File: config.mk
export PLATFORM = sky130hd
export DESIGN_NAME = vgaag_regs
export DESIGN_NICKNAME = d
export VERILOG_FILES = /design/src/hdl/vgaag_pkg.sv /design/src/hdl/vgaag_cfg_if.sv /design/src/hdl/vgaag_regs.sv /design/src/hdl/vgaag_gfx_dpath.sv
export SDC_FILE = /design/constraint.sdc
export NUM_CORES = 1
export LEC_CHECK = 0
export BUFFER_PORTS_ARGS = -buffer_cell sky130_fd_sc_hd__buf_2
export CAP_MARGIN = 10
export CORE_MARGIN = 3
export CORE_UTILIZATION = 40
export CTS_BUF_LIST = sky130_fd_sc_hd__clkbuf_16
export CTS_CLUSTER_SIZE = 24
export DETAILED_ROUTE_END_ITERATION = 10
export HOLD_SLACK_MARGIN = 0.15
export SYNTH_ARGS = -nofsm -noshare
export SYNTH_HDL_FRONTEND = slang
export SYNTH_SLANG_ARGS = --single-unit
export TNS_END_PERCENT = 10
File: constraint.sdc
create_clock -name I_CLK_SYS -period 4.1 [get_ports I_CLK_SYS]
set_clock_uncertainty 0.1 [all_clocks]
set_input_delay 0.205 -clock I_CLK_SYS [delete_from_list [all_inputs] [get_ports I_CLK_SYS]]
set_output_delay 0.205 -clock I_CLK_SYS [all_outputs]
set_load 0.02 [all_outputs]
File: src/hdl/vgaag_pkg.sv
package vgaag_pkg;
  // host i/o ports
  localparam logic [15:0] ATTR_WR_PORT    = 16'h03C0;
  localparam logic [15:0] ATTR_RD_PORT    = 16'h03C1;
  localparam logic [15:0] MISC_WR_PORT    = 16'h03C2;
  localparam logic [15:0] MISC_RD_PORT    = 16'h03CC;
  localparam logic [15:0] GFX_IDX_PORT    = 16'h03CE;
  localparam logic [15:0] GFX_DATA_PORT   = 16'h03CF;
  localparam logic [15:0] STAT_MONO_PORT  = 16'h03BA;
  localparam logic [15:0] STAT_COLOR_PORT = 16'h03DA;
  // graphics indexes
  localparam logic [3:0]  GFX_CMP_IDX     = 4'h2;
  localparam logic [3:0]  GFX_MODE_IDX    = 4'h5;
  localparam logic [3:0]  GFX_MISC_IDX    = 4'h6;
  localparam logic [3:0]  GFX_IGN_IDX     = 4'h7;
  localparam logic [3:0]  GFX_MASK_IDX    = 4'h8;
  // attribute indexes
  localparam logic [4:0]  ATTR_PAL_LAST   = 5'h0F;
  localparam logic [4:0]  ATTR_MODE_IDX   = 5'h10;
  localparam logic [4:0]  ATTR_BORDER_IDX = 5'h11;
  localparam logic [4:0]  ATTR_PLANE_IDX  = 5'h12;
  localparam logic [4:0]  ATTR_PAN_IDX    = 5'h13;
  localparam logic [4:0]  ATTR_CSEL_IDX   = 5'h14;
  // field positions
  localparam int ARX_VIDEO_EN_BIT = 5;
  localparam int AMC_P54_SEL      = 7;
  localparam int AMC_PIX8         = 6;
  localparam int AMC_PAN_COMPAT   = 5;
  localparam int AMC_BLINK        = 3;
  localparam int AMC_LINE_GFX     = 2;
  localparam int AMC_MONO         = 1;
  localparam int AMC_GRAPHICS     = 0;
  localparam int GMC_MAP_LSB      = 2;
  localparam int GMC_CHAIN        = 1;
  localparam int GMODE_READ1      = 3;
  localparam int MISC_COLOR_EMU   = 0;
  localparam int MISC_MEM_EN      = 1;
  localparam int STAT_MUX_LSB     = 4;
  localparam int STAT_VSYNC_BIT   = 3;
  // read masks and reset values
  localparam logic [7:0]  PAL_RMASK       = 8'h3F;
  localparam logic [7:0]  AMC_RMASK       = 8'hEF;
  localparam logic [7:0]  PLANE_RMASK     = 8'h3F;
  localparam logic [7:0]  NIB_RMASK       = 8'h0F;
  localparam logic [7:0]  GMODE_RMASK     = 8'h7B;
  localparam logic [7:0]  RST_BYTE        = 8'h00;
  // aperture map codes and window tags
  localparam logic [1:0]  MAP_A0_BF       = 2'h0;
  localparam logic [1:0]  MAP_A0_AF       = 2'h1;
  localparam logic [1:0]  MAP_B0_B7       = 2'h2;
  localparam logic [1:0]  MAP_B8_BF       = 2'h3;
  localparam logic [2:0]  TAG_A0_BF       = 3'h5;
  localparam logic [3:0]  TAG_A0_AF       = 4'hA;
  localparam logic [4:0]  TAG_B0_B7       = 5'h16;
  localparam logic [4:0]  TAG_B8_BF       = 5'h17;
  // line drawing codes
  localparam logic [7:0]  LINE_CHAR_LO    = 8'hB0;
  localparam logic [7:0]  LINE_CHAR_HI    = 8'hDF;
  localparam int          BLINK_VSYNC_DIV = 16;

  typedef enum logic {AFF_INDEX, AFF_DATA} vgaag_aff_t;
endpackage : vgaag_pkg

File: src/hdl/vgaag_cfg_if.sv
`timescale 1ns/1ps
`default_nettype none
interface vgaag_cfg_if;
  logic [1:0] mem_map;
  logic       chain_oe;
  logic       mem_en;
  logic       read_mode1;
  logic [3:0] cmp_value;
  logic [3:0] color_ignore;
  logic [7:0] bit_mask;
  modport src (output mem_map, chain_oe, mem_en, read_mode1, cmp_value, color_ignore, bit_mask);
  modport dst (input  mem_map, chain_oe, mem_en, read_mode1, cmp_value, color_ignore, bit_mask);
endinterface : vgaag_cfg_if
`default_nettype wire

File: src/hdl/vgaag_regs.sv
// Behaviour
// aperture map field places frame buffer window at one of four ranges
// aperture hits also need pci memory enable and misc output bit 1
// chain odd/even swaps A0 with a high bit; A0 selects plane pairs
// software keeps both text/graphics bits consistent
// color ignore bits include or exclude planes from read mode 1 compare
// bit mask zero writes latch data; one lets other paths write
// bit mask applies to every cpu frame buffer write
// host reads byte, sets bit mask, then writes same byte
// 3C0h is index read/write and data write; 3C1h is data read
// each write to 3C0h toggles the index/data flip-flop
// reading input status one at active emulation port resets flip-flop
// reads of 3C1h leave the flip-flop unchanged
// host writes index to 3C0h then reads data at 3C1h
// video enable clear forces index 00 and opens palette to cpu
// five bit index selects attribute register 00h to 14h
// entries give P5..P0, color select gives P7..P6 and optional P5..P4
// pixel width bit picks palette six bit or two-nibble eight bit output
// panning compatibility limits panning to upper region in split screen
// blink bit enables blink via divided vsync, else background intensity
// ninth pixel copies eighth for line codes when line graphics set
// display type bit selects color or monochrome attribute decoding
// border color index shown outside active video
// plane enable bits gate each plane into the palette lookup
// flip-flop starts in index state after reset
`timescale 1ns/1ps
`default_nettype none
module vgaag_regs
  import vgaag_pkg::*;
#(
  parameter int BLINK_DIV = BLINK_VSYNC_DIV
) (
  input  wire logic        I_CLK_SYS,
  input  wire logic        I_RST_N,
  input  wire logic [15:0] I_IO_ADDR,
  input  wire logic        I_IO_WR,
  input  wire logic        I_IO_RD,
  input  wire logic [7:0]  I_IO_WDATA,
  output logic [7:0]       O_IO_RDATA,
  output logic             O_IO_RVALID,
  input  wire logic        I_PCI_MEM_EN,
  input  wire logic        I_MEM_REQ,
  input  wire logic [19:0] I_MEM_ADDR,
  input  wire logic [31:0] I_WR_PLANES,
  input  wire logic [31:0] I_RD_LATCH,
  output logic             O_MEM_HIT,
  output logic [16:0]      O_MEM_OFFSET,
  output logic [3:0]       O_PLANE_SEL,
  output logic [31:0]      O_WR_PLANES,
  output logic [7:0]       O_CMP_RESULT,
  input  wire logic        I_DOT_EN,
  input  wire logic [3:0]  I_PIX_PLANES,
  input  wire logic        I_BORDER,
  input  wire logic        I_TEXT_FG,
  input  wire logic [7:0]  I_ATTR_BYTE,
  input  wire logic [7:0]  I_CHAR_CODE,
  input  wire logic        I_NINTH_PIX,
  input  wire logic        I_LOWER_REGION,
  input  wire logic        I_VSYNC,
  input  wire logic        I_DISP_INACTIVE,
  output logic [7:0]       O_PIX_INDEX,
  output logic             O_PIX_VALID,
  output logic [3:0]       O_PAN_SHIFT,
  output logic             O_PAN_APPLY
);
  vgaag_aff_t  aff_ff;
  logic [4:0]  attr_idx_ff;
  logic        video_en_ff;
  logic [5:0]  pal_ff [16];
  logic [7:0]  amc_ff;
  logic [7:0]  border_ff;
  logic [5:0]  plane_ff;
  logic [3:0]  pan_ff;
  logic [3:0]  csel_ff;
  logic [7:0]  misc_ff;
  logic [3:0]  gfx_idx_ff;
  logic [3:0]  cmp_ff;
  logic [7:0]  gmode_ff;
  logic [3:0]  gmisc_ff;
  logic [3:0]  ignore_ff;
  logic [7:0]  mask_ff;
  logic [7:0]  nxt_rdata;
  logic        wr_attr;
  logic        attr_data_wr;
  logic        wr_gfx;
  logic        rd_status;
  logic [15:0] status_port;
  logic [7:0]  attr_rd;
  logic [7:0]  gfx_rd;
  logic [7:0]  status_rd;
  logic        vsync_d_ff;
  logic [7:0]  blink_cnt_ff;
  logic        blink_ph_ff;
  logic        prev_fg_ff;
  logic        half_ff;
  logic [3:0]  hi_nib_ff;
  logic [3:0]  bg4;
  logic [3:0]  fg4;
  logic        fg_on;
  logic        line_char;
  logic [3:0]  col4;
  logic [5:0]  pal_sel;
  logic [7:0]  idx8;
  logic [1:0]  mux_bits;

  vgaag_cfg_if cfg ();

  assign wr_attr      = I_IO_WR && (I_IO_ADDR == ATTR_WR_PORT);
  assign attr_data_wr = wr_attr && (aff_ff == AFF_DATA);
  assign wr_gfx       = I_IO_WR && (I_IO_ADDR == GFX_DATA_PORT);
  assign status_port  = misc_ff[MISC_COLOR_EMU] ? STAT_COLOR_PORT : STAT_MONO_PORT;
  assign rd_status    = I_IO_RD && (I_IO_ADDR == status_port);

  // index/data flip-flop
  always_ff @(posedge I_CLK_SYS or negedge I_RST_N) begin
    if (!I_RST_N) begin
      aff_ff <= AFF_INDEX;
    end else if (wr_attr) begin
      aff_ff <= (aff_ff == AFF_INDEX) ? AFF_DATA : AFF_INDEX;
    end else if (rd_status) begin
      aff_ff <= AFF_INDEX;
    end
  end

  // attribute index register
  always_ff @(posedge I_CLK_SYS or negedge I_RST_N) begin
    if (!I_RST_N) begin
      attr_idx_ff <= 5'h00;
      video_en_ff <= 1'b0;
    end else if (wr_attr && aff_ff == AFF_INDEX) begin
      attr_idx_ff <= I_IO_WDATA[4:0];
      video_en_ff <= I_IO_WDATA[ARX_VIDEO_EN_BIT];
    end
  end

  // palette entries, writable only with video disabled
  for (genvar e = 0; e < 16; e++) begin : g_pal
    always_ff @(posedge I_CLK_SYS or negedge I_RST_N) begin
      if (!I_RST_N) begin
        pal_ff[e] <= 6'h00;
      end else if (attr_data_wr && !video_en_ff && attr_idx_ff == 5'(e)) begin
        pal_ff[e] <= I_IO_WDATA[5:0];
      end
    end
  end

  // attribute control registers
  always_ff @(posedge I_CLK_SYS or negedge I_RST_N) begin
    if (!I_RST_N) begin
      amc_ff    <= RST_BYTE;
      border_ff <= RST_BYTE;
      plane_ff  <= 6'h00;
      pan_ff    <= 4'h0;
      csel_ff   <= 4'h0;
    end else if (attr_data_wr) begin
      unique case (attr_idx_ff)
        ATTR_MODE_IDX:   amc_ff    <= I_IO_WDATA & AMC_RMASK;
        ATTR_BORDER_IDX: border_ff <= I_IO_WDATA;
        ATTR_PLANE_IDX:  plane_ff  <= I_IO_WDATA[5:0];
        ATTR_PAN_IDX:    pan_ff    <= I_IO_WDATA[3:0];
        ATTR_CSEL_IDX:   csel_ff   <= I_IO_WDATA[3:0];
        default: ;
      endcase
    end
  end

  // misc output register
  always_ff @(posedge I_CLK_SYS or negedge I_RST_N) begin
    if (!I_RST_N) begin
      misc_ff <= RST_BYTE;
    end else if (I_IO_WR && I_IO_ADDR == MISC_WR_PORT) begin
      misc_ff <= I_IO_WDATA;
    end
  end

  // graphics index and registers
  always_ff @(posedge I_CLK_SYS or negedge I_RST_N) begin
    if (!I_RST_N) begin
      gfx_idx_ff <= 4'h0;
      cmp_ff     <= 4'h0;
      gmode_ff   <= RST_BYTE;
      gmisc_ff   <= 4'h0;
      ignore_ff  <= 4'h0;
      mask_ff    <= RST_BYTE;
    end else if (I_IO_WR && I_IO_ADDR == GFX_IDX_PORT) begin
      gfx_idx_ff <= I_IO_WDATA[3:0];
    end else if (wr_gfx) begin
      unique case (gfx_idx_ff)
        GFX_CMP_IDX:  cmp_ff    <= I_IO_WDATA[3:0];
        GFX_MODE_IDX: gmode_ff  <= I_IO_WDATA & GMODE_RMASK;
        GFX_MISC_IDX: gmisc_ff  <= I_IO_WDATA[3:0];
        GFX_IGN_IDX:  ignore_ff <= I_IO_WDATA[3:0];
        GFX_MASK_IDX: mask_ff   <= I_IO_WDATA;
        default: ;
      endcase
    end
  end

  // read data muxes
  always_comb begin
    attr_rd = 8'h00;
    if (attr_idx_ff <= ATTR_PAL_LAST) begin
      attr_rd = video_en_ff ? 8'h00 : {2'b00, pal_pick(attr_idx_ff[3:0])};
    end else begin
      unique case (attr_idx_ff)
        ATTR_MODE_IDX:   attr_rd = amc_ff;
        ATTR_BORDER_IDX: attr_rd = border_ff;
        ATTR_PLANE_IDX:  attr_rd = {2'b00, plane_ff};
        ATTR_PAN_IDX:    attr_rd = {4'h0, pan_ff};
        ATTR_CSEL_IDX:   attr_rd = {4'h0, csel_ff};
        default:         attr_rd = 8'h00;
      endcase
    end
  end

  always_comb begin
    unique case (gfx_idx_ff)
      GFX_CMP_IDX:  gfx_rd = {4'h0, cmp_ff};
      GFX_MODE_IDX: gfx_rd = gmode_ff;
      GFX_MISC_IDX: gfx_rd = {4'h0, gmisc_ff};
      GFX_IGN_IDX:  gfx_rd = {4'h0, ignore_ff};
      GFX_MASK_IDX: gfx_rd = mask_ff;
      default:      gfx_rd = 8'h00;
    endcase
  end

  always_comb begin
    status_rd = 8'h00;
    status_rd[STAT_MUX_LSB+:2] = mux_bits;
    status_rd[STAT_VSYNC_BIT]  = I_VSYNC;
    status_rd[0]               = I_DISP_INACTIVE;
  end

  always_comb begin
    nxt_rdata = 8'h00;
    if (I_IO_ADDR == ATTR_WR_PORT) begin
      nxt_rdata = {2'b00, video_en_ff, attr_idx_ff};
    end else if (I_IO_ADDR == ATTR_RD_PORT) begin
      nxt_rdata = attr_rd;
    end else if (I_IO_ADDR == MISC_RD_PORT) begin
      nxt_rdata = misc_ff;
    end else if (I_IO_ADDR == GFX_IDX_PORT) begin
      nxt_rdata = {4'h0, gfx_idx_ff};
    end else if (I_IO_ADDR == GFX_DATA_PORT) begin
      nxt_rdata = gfx_rd;
    end else if (I_IO_ADDR == status_port) begin
      nxt_rdata = status_rd;
    end
  end

  always_ff @(posedge I_CLK_SYS or negedge I_RST_N) begin
    if (!I_RST_N) begin
      O_IO_RDATA  <= 8'h00;
      O_IO_RVALID <= 1'b0;
    end else begin
      O_IO_RVALID <= I_IO_RD;
      O_IO_RDATA  <= I_IO_RD ? nxt_rdata : 8'h00;
    end
  end

  function automatic logic [5:0] pal_pick(input logic [3:0] sel);
    pal_pick = pal_ff[sel];
  endfunction : pal_pick

  // graphics datapath configuration
  assign cfg.mem_map      = gmisc_ff[GMC_MAP_LSB+:2];
  assign cfg.chain_oe     = gmisc_ff[GMC_CHAIN];
  assign cfg.mem_en       = I_PCI_MEM_EN && misc_ff[MISC_MEM_EN];
  assign cfg.read_mode1   = gmode_ff[GMODE_READ1];
  assign cfg.cmp_value    = cmp_ff;
  assign cfg.color_ignore = ignore_ff;
  assign cfg.bit_mask     = mask_ff;

  vgaag_gfx_dpath u_dpath (
    .i_clk        (I_CLK_SYS),
    .i_rst_n      (I_RST_N),
    .cfg          (cfg),
    .i_mem_req    (I_MEM_REQ),
    .i_mem_addr   (I_MEM_ADDR),
    .i_wr_data    (I_WR_PLANES),
    .i_latch      (I_RD_LATCH),
    .o_mem_hit    (O_MEM_HIT),
    .o_mem_offset (O_MEM_OFFSET),
    .o_plane_sel  (O_PLANE_SEL),
    .o_wr_planes  (O_WR_PLANES),
    .o_cmp_result (O_CMP_RESULT)
  );

  // blink phase from divided vsync
  always_ff @(posedge I_CLK_SYS or negedge I_RST_N) begin
    if (!I_RST_N) begin
      vsync_d_ff   <= 1'b0;
      blink_cnt_ff <= 8'h00;
      blink_ph_ff  <= 1'b0;
    end else begin
      vsync_d_ff <= I_VSYNC;
      if (I_VSYNC && !vsync_d_ff) begin
        if (blink_cnt_ff == 8'(BLINK_DIV - 1)) begin
          blink_cnt_ff <= 8'h00;
          blink_ph_ff  <= !blink_ph_ff;
        end else begin
          blink_cnt_ff <= blink_cnt_ff + 8'h01;
        end
      end
    end
  end

  // attribute to color nibble
  assign line_char = (I_CHAR_CODE >= LINE_CHAR_LO) && (I_CHAR_CODE <= LINE_CHAR_HI);

  always_comb begin
    if (amc_ff[AMC_MONO]) begin
      bg4 = (I_ATTR_BYTE[6:4] == 3'h7) ? 4'h7 : 4'h0;
      fg4 = (I_ATTR_BYTE[6:4] == 3'h7) ? 4'h0 : {I_ATTR_BYTE[3], 3'h7};
    end else begin
      bg4 = amc_ff[AMC_BLINK] ? {1'b0, I_ATTR_BYTE[6:4]} : I_ATTR_BYTE[7:4];
      fg4 = I_ATTR_BYTE[3:0];
    end
    fg_on = I_NINTH_PIX ? (amc_ff[AMC_LINE_GFX] && line_char && prev_fg_ff) : I_TEXT_FG;
    if (amc_ff[AMC_BLINK] && I_ATTR_BYTE[7] && blink_ph_ff) begin
      fg_on = 1'b0;
    end
    if (amc_ff[AMC_GRAPHICS]) begin
      col4 = I_PIX_PLANES ^ {amc_ff[AMC_BLINK] && blink_ph_ff, 3'h0};
    end else begin
      col4 = fg_on ? fg4 : bg4;
    end
    col4    = col4 & plane_ff[3:0];
    pal_sel = pal_pick(col4);
    idx8    = {csel_ff[3:2], amc_ff[AMC_P54_SEL] ? csel_ff[1:0] : pal_sel[5:4], pal_sel[3:0]};
  end

  always_ff @(posedge I_CLK_SYS or negedge I_RST_N) begin
    if (!I_RST_N) begin
      prev_fg_ff <= 1'b0;
    end else if (I_DOT_EN && !I_NINTH_PIX) begin
      prev_fg_ff <= I_TEXT_FG;
    end
  end

  // pixel output
  always_ff @(posedge I_CLK_SYS or negedge I_RST_N) begin
    if (!I_RST_N) begin
      O_PIX_INDEX <= 8'h00;
      O_PIX_VALID <= 1'b0;
      half_ff     <= 1'b0;
      hi_nib_ff   <= 4'h0;
    end else begin
      O_PIX_VALID <= 1'b0;
      if (I_DOT_EN) begin
        if (!video_en_ff) begin
          O_PIX_INDEX <= 8'h00;
          O_PIX_VALID <= 1'b1;
          half_ff     <= 1'b0;
        end else if (I_BORDER) begin
          O_PIX_INDEX <= border_ff;
          O_PIX_VALID <= 1'b1;
          half_ff     <= 1'b0;
        end else if (amc_ff[AMC_PIX8]) begin
          half_ff <= !half_ff;
          if (half_ff) begin
            O_PIX_INDEX <= {hi_nib_ff, col4};
            O_PIX_VALID <= 1'b1;
          end else begin
            hi_nib_ff <= col4;
          end
        end else begin
          O_PIX_INDEX <= idx8;
          O_PIX_VALID <= 1'b1;
          half_ff     <= 1'b0;
        end
      end
    end
  end

  // status mux picks two palette bits
  always_comb begin
    unique case (plane_ff[5:4])
      2'h0: mux_bits = {O_PIX_INDEX[2], O_PIX_INDEX[0]};
      2'h1: mux_bits = {O_PIX_INDEX[5], O_PIX_INDEX[4]};
      2'h2: mux_bits = {O_PIX_INDEX[3], O_PIX_INDEX[1]};
      2'h3: mux_bits = {O_PIX_INDEX[7], O_PIX_INDEX[6]};
    endcase
  end

  // panning controls
  always_ff @(posedge I_CLK_SYS or negedge I_RST_N) begin
    if (!I_RST_N) begin
      O_PAN_SHIFT <= 4'h0;
      O_PAN_APPLY <= 1'b0;
    end else begin
      O_PAN_SHIFT <= pan_ff;
      O_PAN_APPLY <= !(amc_ff[AMC_PAN_COMPAT] && I_LOWER_REGION);
    end
  end

  AST_AFF_TOGGLE: assert property (@(posedge I_CLK_SYS) disable iff (!I_RST_N)
    (wr_attr && aff_ff == AFF_INDEX) |=> (aff_ff == AFF_DATA))
    else $error("index write did not arm data state");
  AST_AFF_CLEAR: assert property (@(posedge I_CLK_SYS) disable iff (!I_RST_N)
    (rd_status && !wr_attr) |=> (aff_ff == AFF_INDEX))
    else $error("status read did not reset flip-flop");
  AST_AFF_HOLD: assert property (@(posedge I_CLK_SYS) disable iff (!I_RST_N)
    (I_IO_RD && I_IO_ADDR == ATTR_RD_PORT && !I_IO_WR) |=> $stable(aff_ff))
    else $error("data port read moved flip-flop");
  AST_INDEX_READ: assert property (@(posedge I_CLK_SYS) disable iff (!I_RST_N)
    (I_IO_RD && I_IO_ADDR == ATTR_WR_PORT)
    |=> (O_IO_RVALID && O_IO_RDATA == {2'b00, $past(video_en_ff), $past(attr_idx_ff)}))
    else $error("index read value wrong");
  AST_VIDEO_OFF: assert property (@(posedge I_CLK_SYS) disable iff (!I_RST_N)
    (I_DOT_EN && !video_en_ff) |=> (O_PIX_VALID && O_PIX_INDEX == 8'h00))
    else $error("disabled video not index 00");
  AST_BORDER: assert property (@(posedge I_CLK_SYS) disable iff (!I_RST_N)
    (I_DOT_EN && video_en_ff && I_BORDER) |=> (O_PIX_INDEX == $past(border_ff)))
    else $error("border index not shown");
  AST_PAN_LOWER: assert property (@(posedge I_CLK_SYS) disable iff (!I_RST_N)
    (amc_ff[AMC_PAN_COMPAT] && I_LOWER_REGION) |=> !O_PAN_APPLY)
    else $error("lower region panned in compat mode");
endmodule : vgaag_regs
`default_nettype wire

File: src/hdl/vgaag_gfx_dpath.sv
`timescale 1ns/1ps
`default_nettype none
module vgaag_gfx_dpath
  import vgaag_pkg::*;
(
  input  wire logic        i_clk,
  input  wire logic        i_rst_n,
  vgaag_cfg_if.dst         cfg,
  input  wire logic        i_mem_req,
  input  wire logic [19:0] i_mem_addr,
  input  wire logic [31:0] i_wr_data,
  input  wire logic [31:0] i_latch,
  output logic             o_mem_hit,
  output logic [16:0]      o_mem_offset,
  output logic [3:0]       o_plane_sel,
  output logic [31:0]      o_wr_planes,
  output logic [7:0]       o_cmp_result
);
  logic        win;
  logic [16:0] off;
  logic [7:0]  nxt_cmp;

  // window decode per map code
  always_comb begin
    unique case (cfg.mem_map)
      MAP_A0_BF: begin
        win = (i_mem_addr[19:17] == TAG_A0_BF);
        off = i_mem_addr[16:0];
      end
      MAP_A0_AF: begin
        win = (i_mem_addr[19:16] == TAG_A0_AF);
        off = {1'b0, i_mem_addr[15:0]};
      end
      MAP_B0_B7: begin
        win = (i_mem_addr[19:15] == TAG_B0_B7);
        off = {2'b00, i_mem_addr[14:0]};
      end
      MAP_B8_BF: begin
        win = (i_mem_addr[19:15] == TAG_B8_BF);
        off = {2'b00, i_mem_addr[14:0]};
      end
    endcase
  end

  // color compare across included planes
  always_comb begin
    nxt_cmp = 8'hFF;
    for (int b = 0; b < 8; b++) begin
      for (int p = 0; p < 4; p++) begin
        if (cfg.color_ignore[p] && (i_latch[p*8+b] != cfg.cmp_value[p])) begin
          nxt_cmp[b] = 1'b0;
        end
      end
    end
  end

  always_ff @(posedge i_clk or negedge i_rst_n) begin
    if (!i_rst_n) begin
      o_mem_hit    <= 1'b0;
      o_mem_offset <= 17'h00000;
      o_plane_sel  <= 4'h0;
    end else begin
      o_mem_hit <= i_mem_req && win && cfg.mem_en;
      if (cfg.chain_oe) begin
        o_mem_offset <= {off[0], off[15:1], off[16]};
        o_plane_sel  <= off[0] ? 4'hA : 4'h5;
      end else begin
        o_mem_offset <= off;
        o_plane_sel  <= 4'hF;
      end
    end
  end

  always_ff @(posedge i_clk or negedge i_rst_n) begin
    if (!i_rst_n) begin
      o_wr_planes  <= 32'h00000000;
      o_cmp_result <= 8'h00;
    end else begin
      for (int p = 0; p < 4; p++) begin
        o_wr_planes[p*8+:8] <= (i_wr_data[p*8+:8] & cfg.bit_mask) |
                               (i_latch[p*8+:8] & ~cfg.bit_mask);
      end
      o_cmp_result <= cfg.read_mode1 ? nxt_cmp : 8'h00;
    end
  end

  AST_MAP_B8: assert property (@(posedge i_clk) disable iff (!i_rst_n)
    (i_mem_req && cfg.mem_en && cfg.mem_map == MAP_B8_BF && i_mem_addr[19:15] == TAG_B8_BF)
    |=> o_mem_hit)
    else $error("b8000 window access not taken");
  AST_MEM_GATE: assert property (@(posedge i_clk) disable iff (!i_rst_n)
    !cfg.mem_en |=> !o_mem_hit)
    else $error("aperture hit while memory disabled");
  AST_CHAIN_ODD: assert property (@(posedge i_clk) disable iff (!i_rst_n)
    (cfg.chain_oe && i_mem_addr[0]) |=> (o_plane_sel == 4'hA))
    else $error("odd address did not pick planes 1 and 3");
  AST_IGNORE_ALL: assert property (@(posedge i_clk) disable iff (!i_rst_n)
    (cfg.read_mode1 && cfg.color_ignore == 4'h0) |=> (o_cmp_result == 8'hFF))
    else $error("excluded planes affected compare");
  AST_MASK_LATCH: assert property (@(posedge i_clk) disable iff (!i_rst_n)
    (cfg.bit_mask == 8'h00) |=> (o_wr_planes == $past(i_latch)))
    else $error("masked bits not taken from latches");
endmodule : vgaag_gfx_dpath
`default_nettype wire

==> run metrics <==
Static Leak around 8.0 nW; mux cell area share after synthesis 0.2553; GR Layer Usage met2 0.4179; Hold Worst Slack roughly 0.18 ns; Final nets ~1600; sequential fraction of the synthesis area 0.4961; htree depth 1; Placed Cells ~1700; Post-Syn Area approximately 14000 sq um; Routed Wire Length between 40000 and 50000 um; Avg Inst Size Synth about 12 sq um; Seq pwr share 0.468; post-synthesis adder-cell area fraction 0.0009222; Finished Layout Cells roughly 1900; vias per inst 5.702; Combinational Power Share 0.074; fraction of layout cells with a size suffix above 1 0.3755; post-synthesis register bit count approximately 270; post-synthesis compound-gate area fraction 0.09738; largest registers pal_ff: 96 flops, u_dpath.o_wr_planes: 32 flops, u_dpath.o_mem_offset: 17 flops; Crit path largest cell delay 0.63 ns; Design Power between 0.005 and 0.006 W; DR WL/cell approximately 22 um; simple-gate share of the synthesized area 0.09913; first-pass GRT wire length 65970 um; largest net degree at the start of global routing about 130; Cell Rows between 60 and 70; TritonRoute pass-1 iters 6; Clk pwr share 0.459; dpl hpwl just under 30000 um; switching portion of total power 0.2386; CP Capture Type flop; syn nets ~1300; IO buf count ~220; via count between 10000 and 15000; initial antenna violation count 2; status complete, no violations; cell family with most CP delay compound AO/OA/AOI/OAI gates; most common cell after layout, fill and taps aside dfrtp_1; clk buf depth 3; Layout area overhead 28.12%; CP max stage cell a21oi_2; Cell variety after synth 65; Worst VDD drop about 0.29 mV; most used routing layer met2; post-route DRC violation count 0; FFs w/ async S/R, synth 1.000; Critical Path Start Type flop; number of max-cap violations 0; worst skew pair latency 0.57 ns; crit path buf inv count 0; Most flops, register pal_ff; CTS tree yes; post-layout minimum cycle time roughly 3.6 ns; Int Power between 0.004 and 0.005 W; vias in the first global route about 11000; clk sinks around 270; RSZ-0062 raised after global routing no; critical-path cell list and2_1 -> a221o_1 -> o31a_1 -> a21oi_2 -> mux4_2 -> a22o_1 -> a31oi_1 -> a21oi_1; most frequent cells in the layout dfrtp_1 (268), buf_2 (220), mux2_2 (207); Setup TNS 0 ns; met1 usage 0.2999; Top Ports between 200 and 250; Setup-failing EPs final 0; routability cong. roughly 0.88; Slew HR 0.1942; fmax ~0.28 GHz; Synth Instances about 1100; Synth Warn # 0; DIE AREA between 30000 and 40000 sq um; post_cts resized 0; Worst Path Max Fanout 8; Final Hold Viols 0; Critical Path AT a little under 4 ns; DIE HEIGHT 190.2 um; Initial Util 0.4118; switching power 0.001394 W; Synth Flop Type dfrtp_1; WP data required approximately 4.4 ns; Worst-path clk slew ~0.060 ns; core area about 33000 sq um; Power Density 336.1 nW/um^2; Pins Over Slew Limit 0; CTS buffer count 31; Final period util 0.8778; 1st-iter DRT viols 981; M3 GR Usage 0.03096; Hold Path Class primary input to flop; max reg flops between 90 and 100; die width ~190 um; number of flops mapped to enable cells by yosys 0; Root Driver clkbuf_16; GRT overflow 0; critical path class flop to flop; main combinational cell family by area after synthesis multiplexers; GRT Resource Usage Total 0.2342; ANT nets after route 0; Tightest Pin Transition 1.209 ns; XOR/XNOR Fraction of Synth Area 0.02453
[Yosys cell counts, drive strengths merged (2+ instances only)]
cell / count / share of area
buf: 16 / 0.0061
nor4: 10 / 0.0055
nand3: 31 / 0.011
nor2b: 11 / 0.0051
a21o: 5 / 0.0028
or4: 3 / 0.0019
and2: 7 / 0.0032
nand4: 15 / 0.0069
a211o: 3 / 0.0019
o32ai: 5 / 0.0032
o211ai: 11 / 0.0061
xor2: 33 / 0.021
nor4b: 2 / 0.0013
a2111oi: 6 / 0.0039
nand2b: 9 / 0.0041
nor3: 22 / 0.0096
a22oi: 14 / 0.0081
and4: 2 / 0.0013
nand3b: 4 / 0.0022
clkbuf: 54 / 0.015
o22ai: 2 / 0.00092
a21oi: 38 / 0.015
o31a: 2 / 0.0013
a211oi: 17 / 0.0094
a22o: 8 / 0.0052
and3: 14 / 0.0065
a31oi: 7 / 0.0032
a21boi: 4 / 0.0022
a221oi: 5 / 0.0032
dfrtp: 269 / 0.50
nor2: 37 / 0.010
or3b: 4 / 0.0028
a311oi: 4 / 0.0026
mux2: 207 / 0.17
a222oi: 12 / 0.0089
o2111ai: 4 / 0.0026
mux2i: 30 / 0.022
inv: 19 / 0.0053
xnor2: 5 / 0.0032
nand2: 81 / 0.022
mux4: 37 / 0.061
or2: 4 / 0.0018
o21ai: 38 / 0.014
nor3b: 3 / 0.0017
[worst paths after layout]
kind,startpoint,endpoint,slack [ns],cells after the start
min,I_MEM_ADDR[3],u_dpath.o_mem_offset[3],0.18,2
max in group asynchronous,I_RST_N,gmode_ff[1],2.60,3
max reg2reg,amc_ff[3],O_PIX_INDEX[4],0.50,8
min reg2reg,pan_ff[0],O_PAN_SHIFT[0],0.31,0
max,amc_ff[3],O_PIX_INDEX[4],0.50,8
min in group asynchronous,I_RST_N,O_IO_RDATA[0],0.26,2
[routing by layer]
metal,routed length (um),vias up
met1,17230,5559
met5,13,-
met3,2746,96
li1,-,4880
met2,21790,423
met4,1201,2
[per-stage QoR]
stage                 util  worst slack [ns]  instance area (sq um)
finish              0.5276            0.5012                  17380
global placement    0.4612            0.5979                  15200
detailed placement  0.4612            0.5847                  15200
global route        0.5275            0.3919                  17380
floorplan                -             1.077                  13570
CTS                 0.5274            0.5294                  17380
[cells by family (layout without fill, tap and decap cells)]
kind of cell / count (synthesis) / after routing
multiplexers: 274 / 274
flip-flops: 269 / 269
AND/OR/NAND/NOR: 261 / 261
AO/OA/AOI/OAI: 190 / 190
buffers and inverters: 90 / 445
XOR/XNOR: 38 / 38
adder cells (fa/ha/maj): 1 / 1
other: 0 / 2
[layout make-up]
cell class | instances | area [sq um]
fillers | 2853 | 15570
inverters | 20 | 75.07
clock buffers | 31 | 775.7
flip-flops and latches | 269 | 6733
multi-input cells | 764 | 6480
clock inverters | 26 | 203.9
diodes | 2 | 5.005
well taps | 442 | 553.0
repair buffers | 368 | 2557
[power groups by stage]
stage / Sequential [W] / Combinational (W) / Clock, W
2_1_floorplan: 0.00281 / 0.000103 / 0
3_3_place_gp: 0.00278 / 0.000342 / 0
3_5_place_dp: 0.00278 / 0.000348 / 0
4_1_cts: 0.00273 / 0.000429 / 0.00273
5_1_grt: 0.00273 / 0.000472 / 0.00286
6_report: 0.00273 / 0.000430 / 0.00268
[repair_timing]
action	4_1_cts	5_1_grt
hold buffers	120	0
hold endpoints to repair	224	0
buffers inserted	0	0
endpoints found under the setup margin	0	0
(Power assumes the default switching activity.)
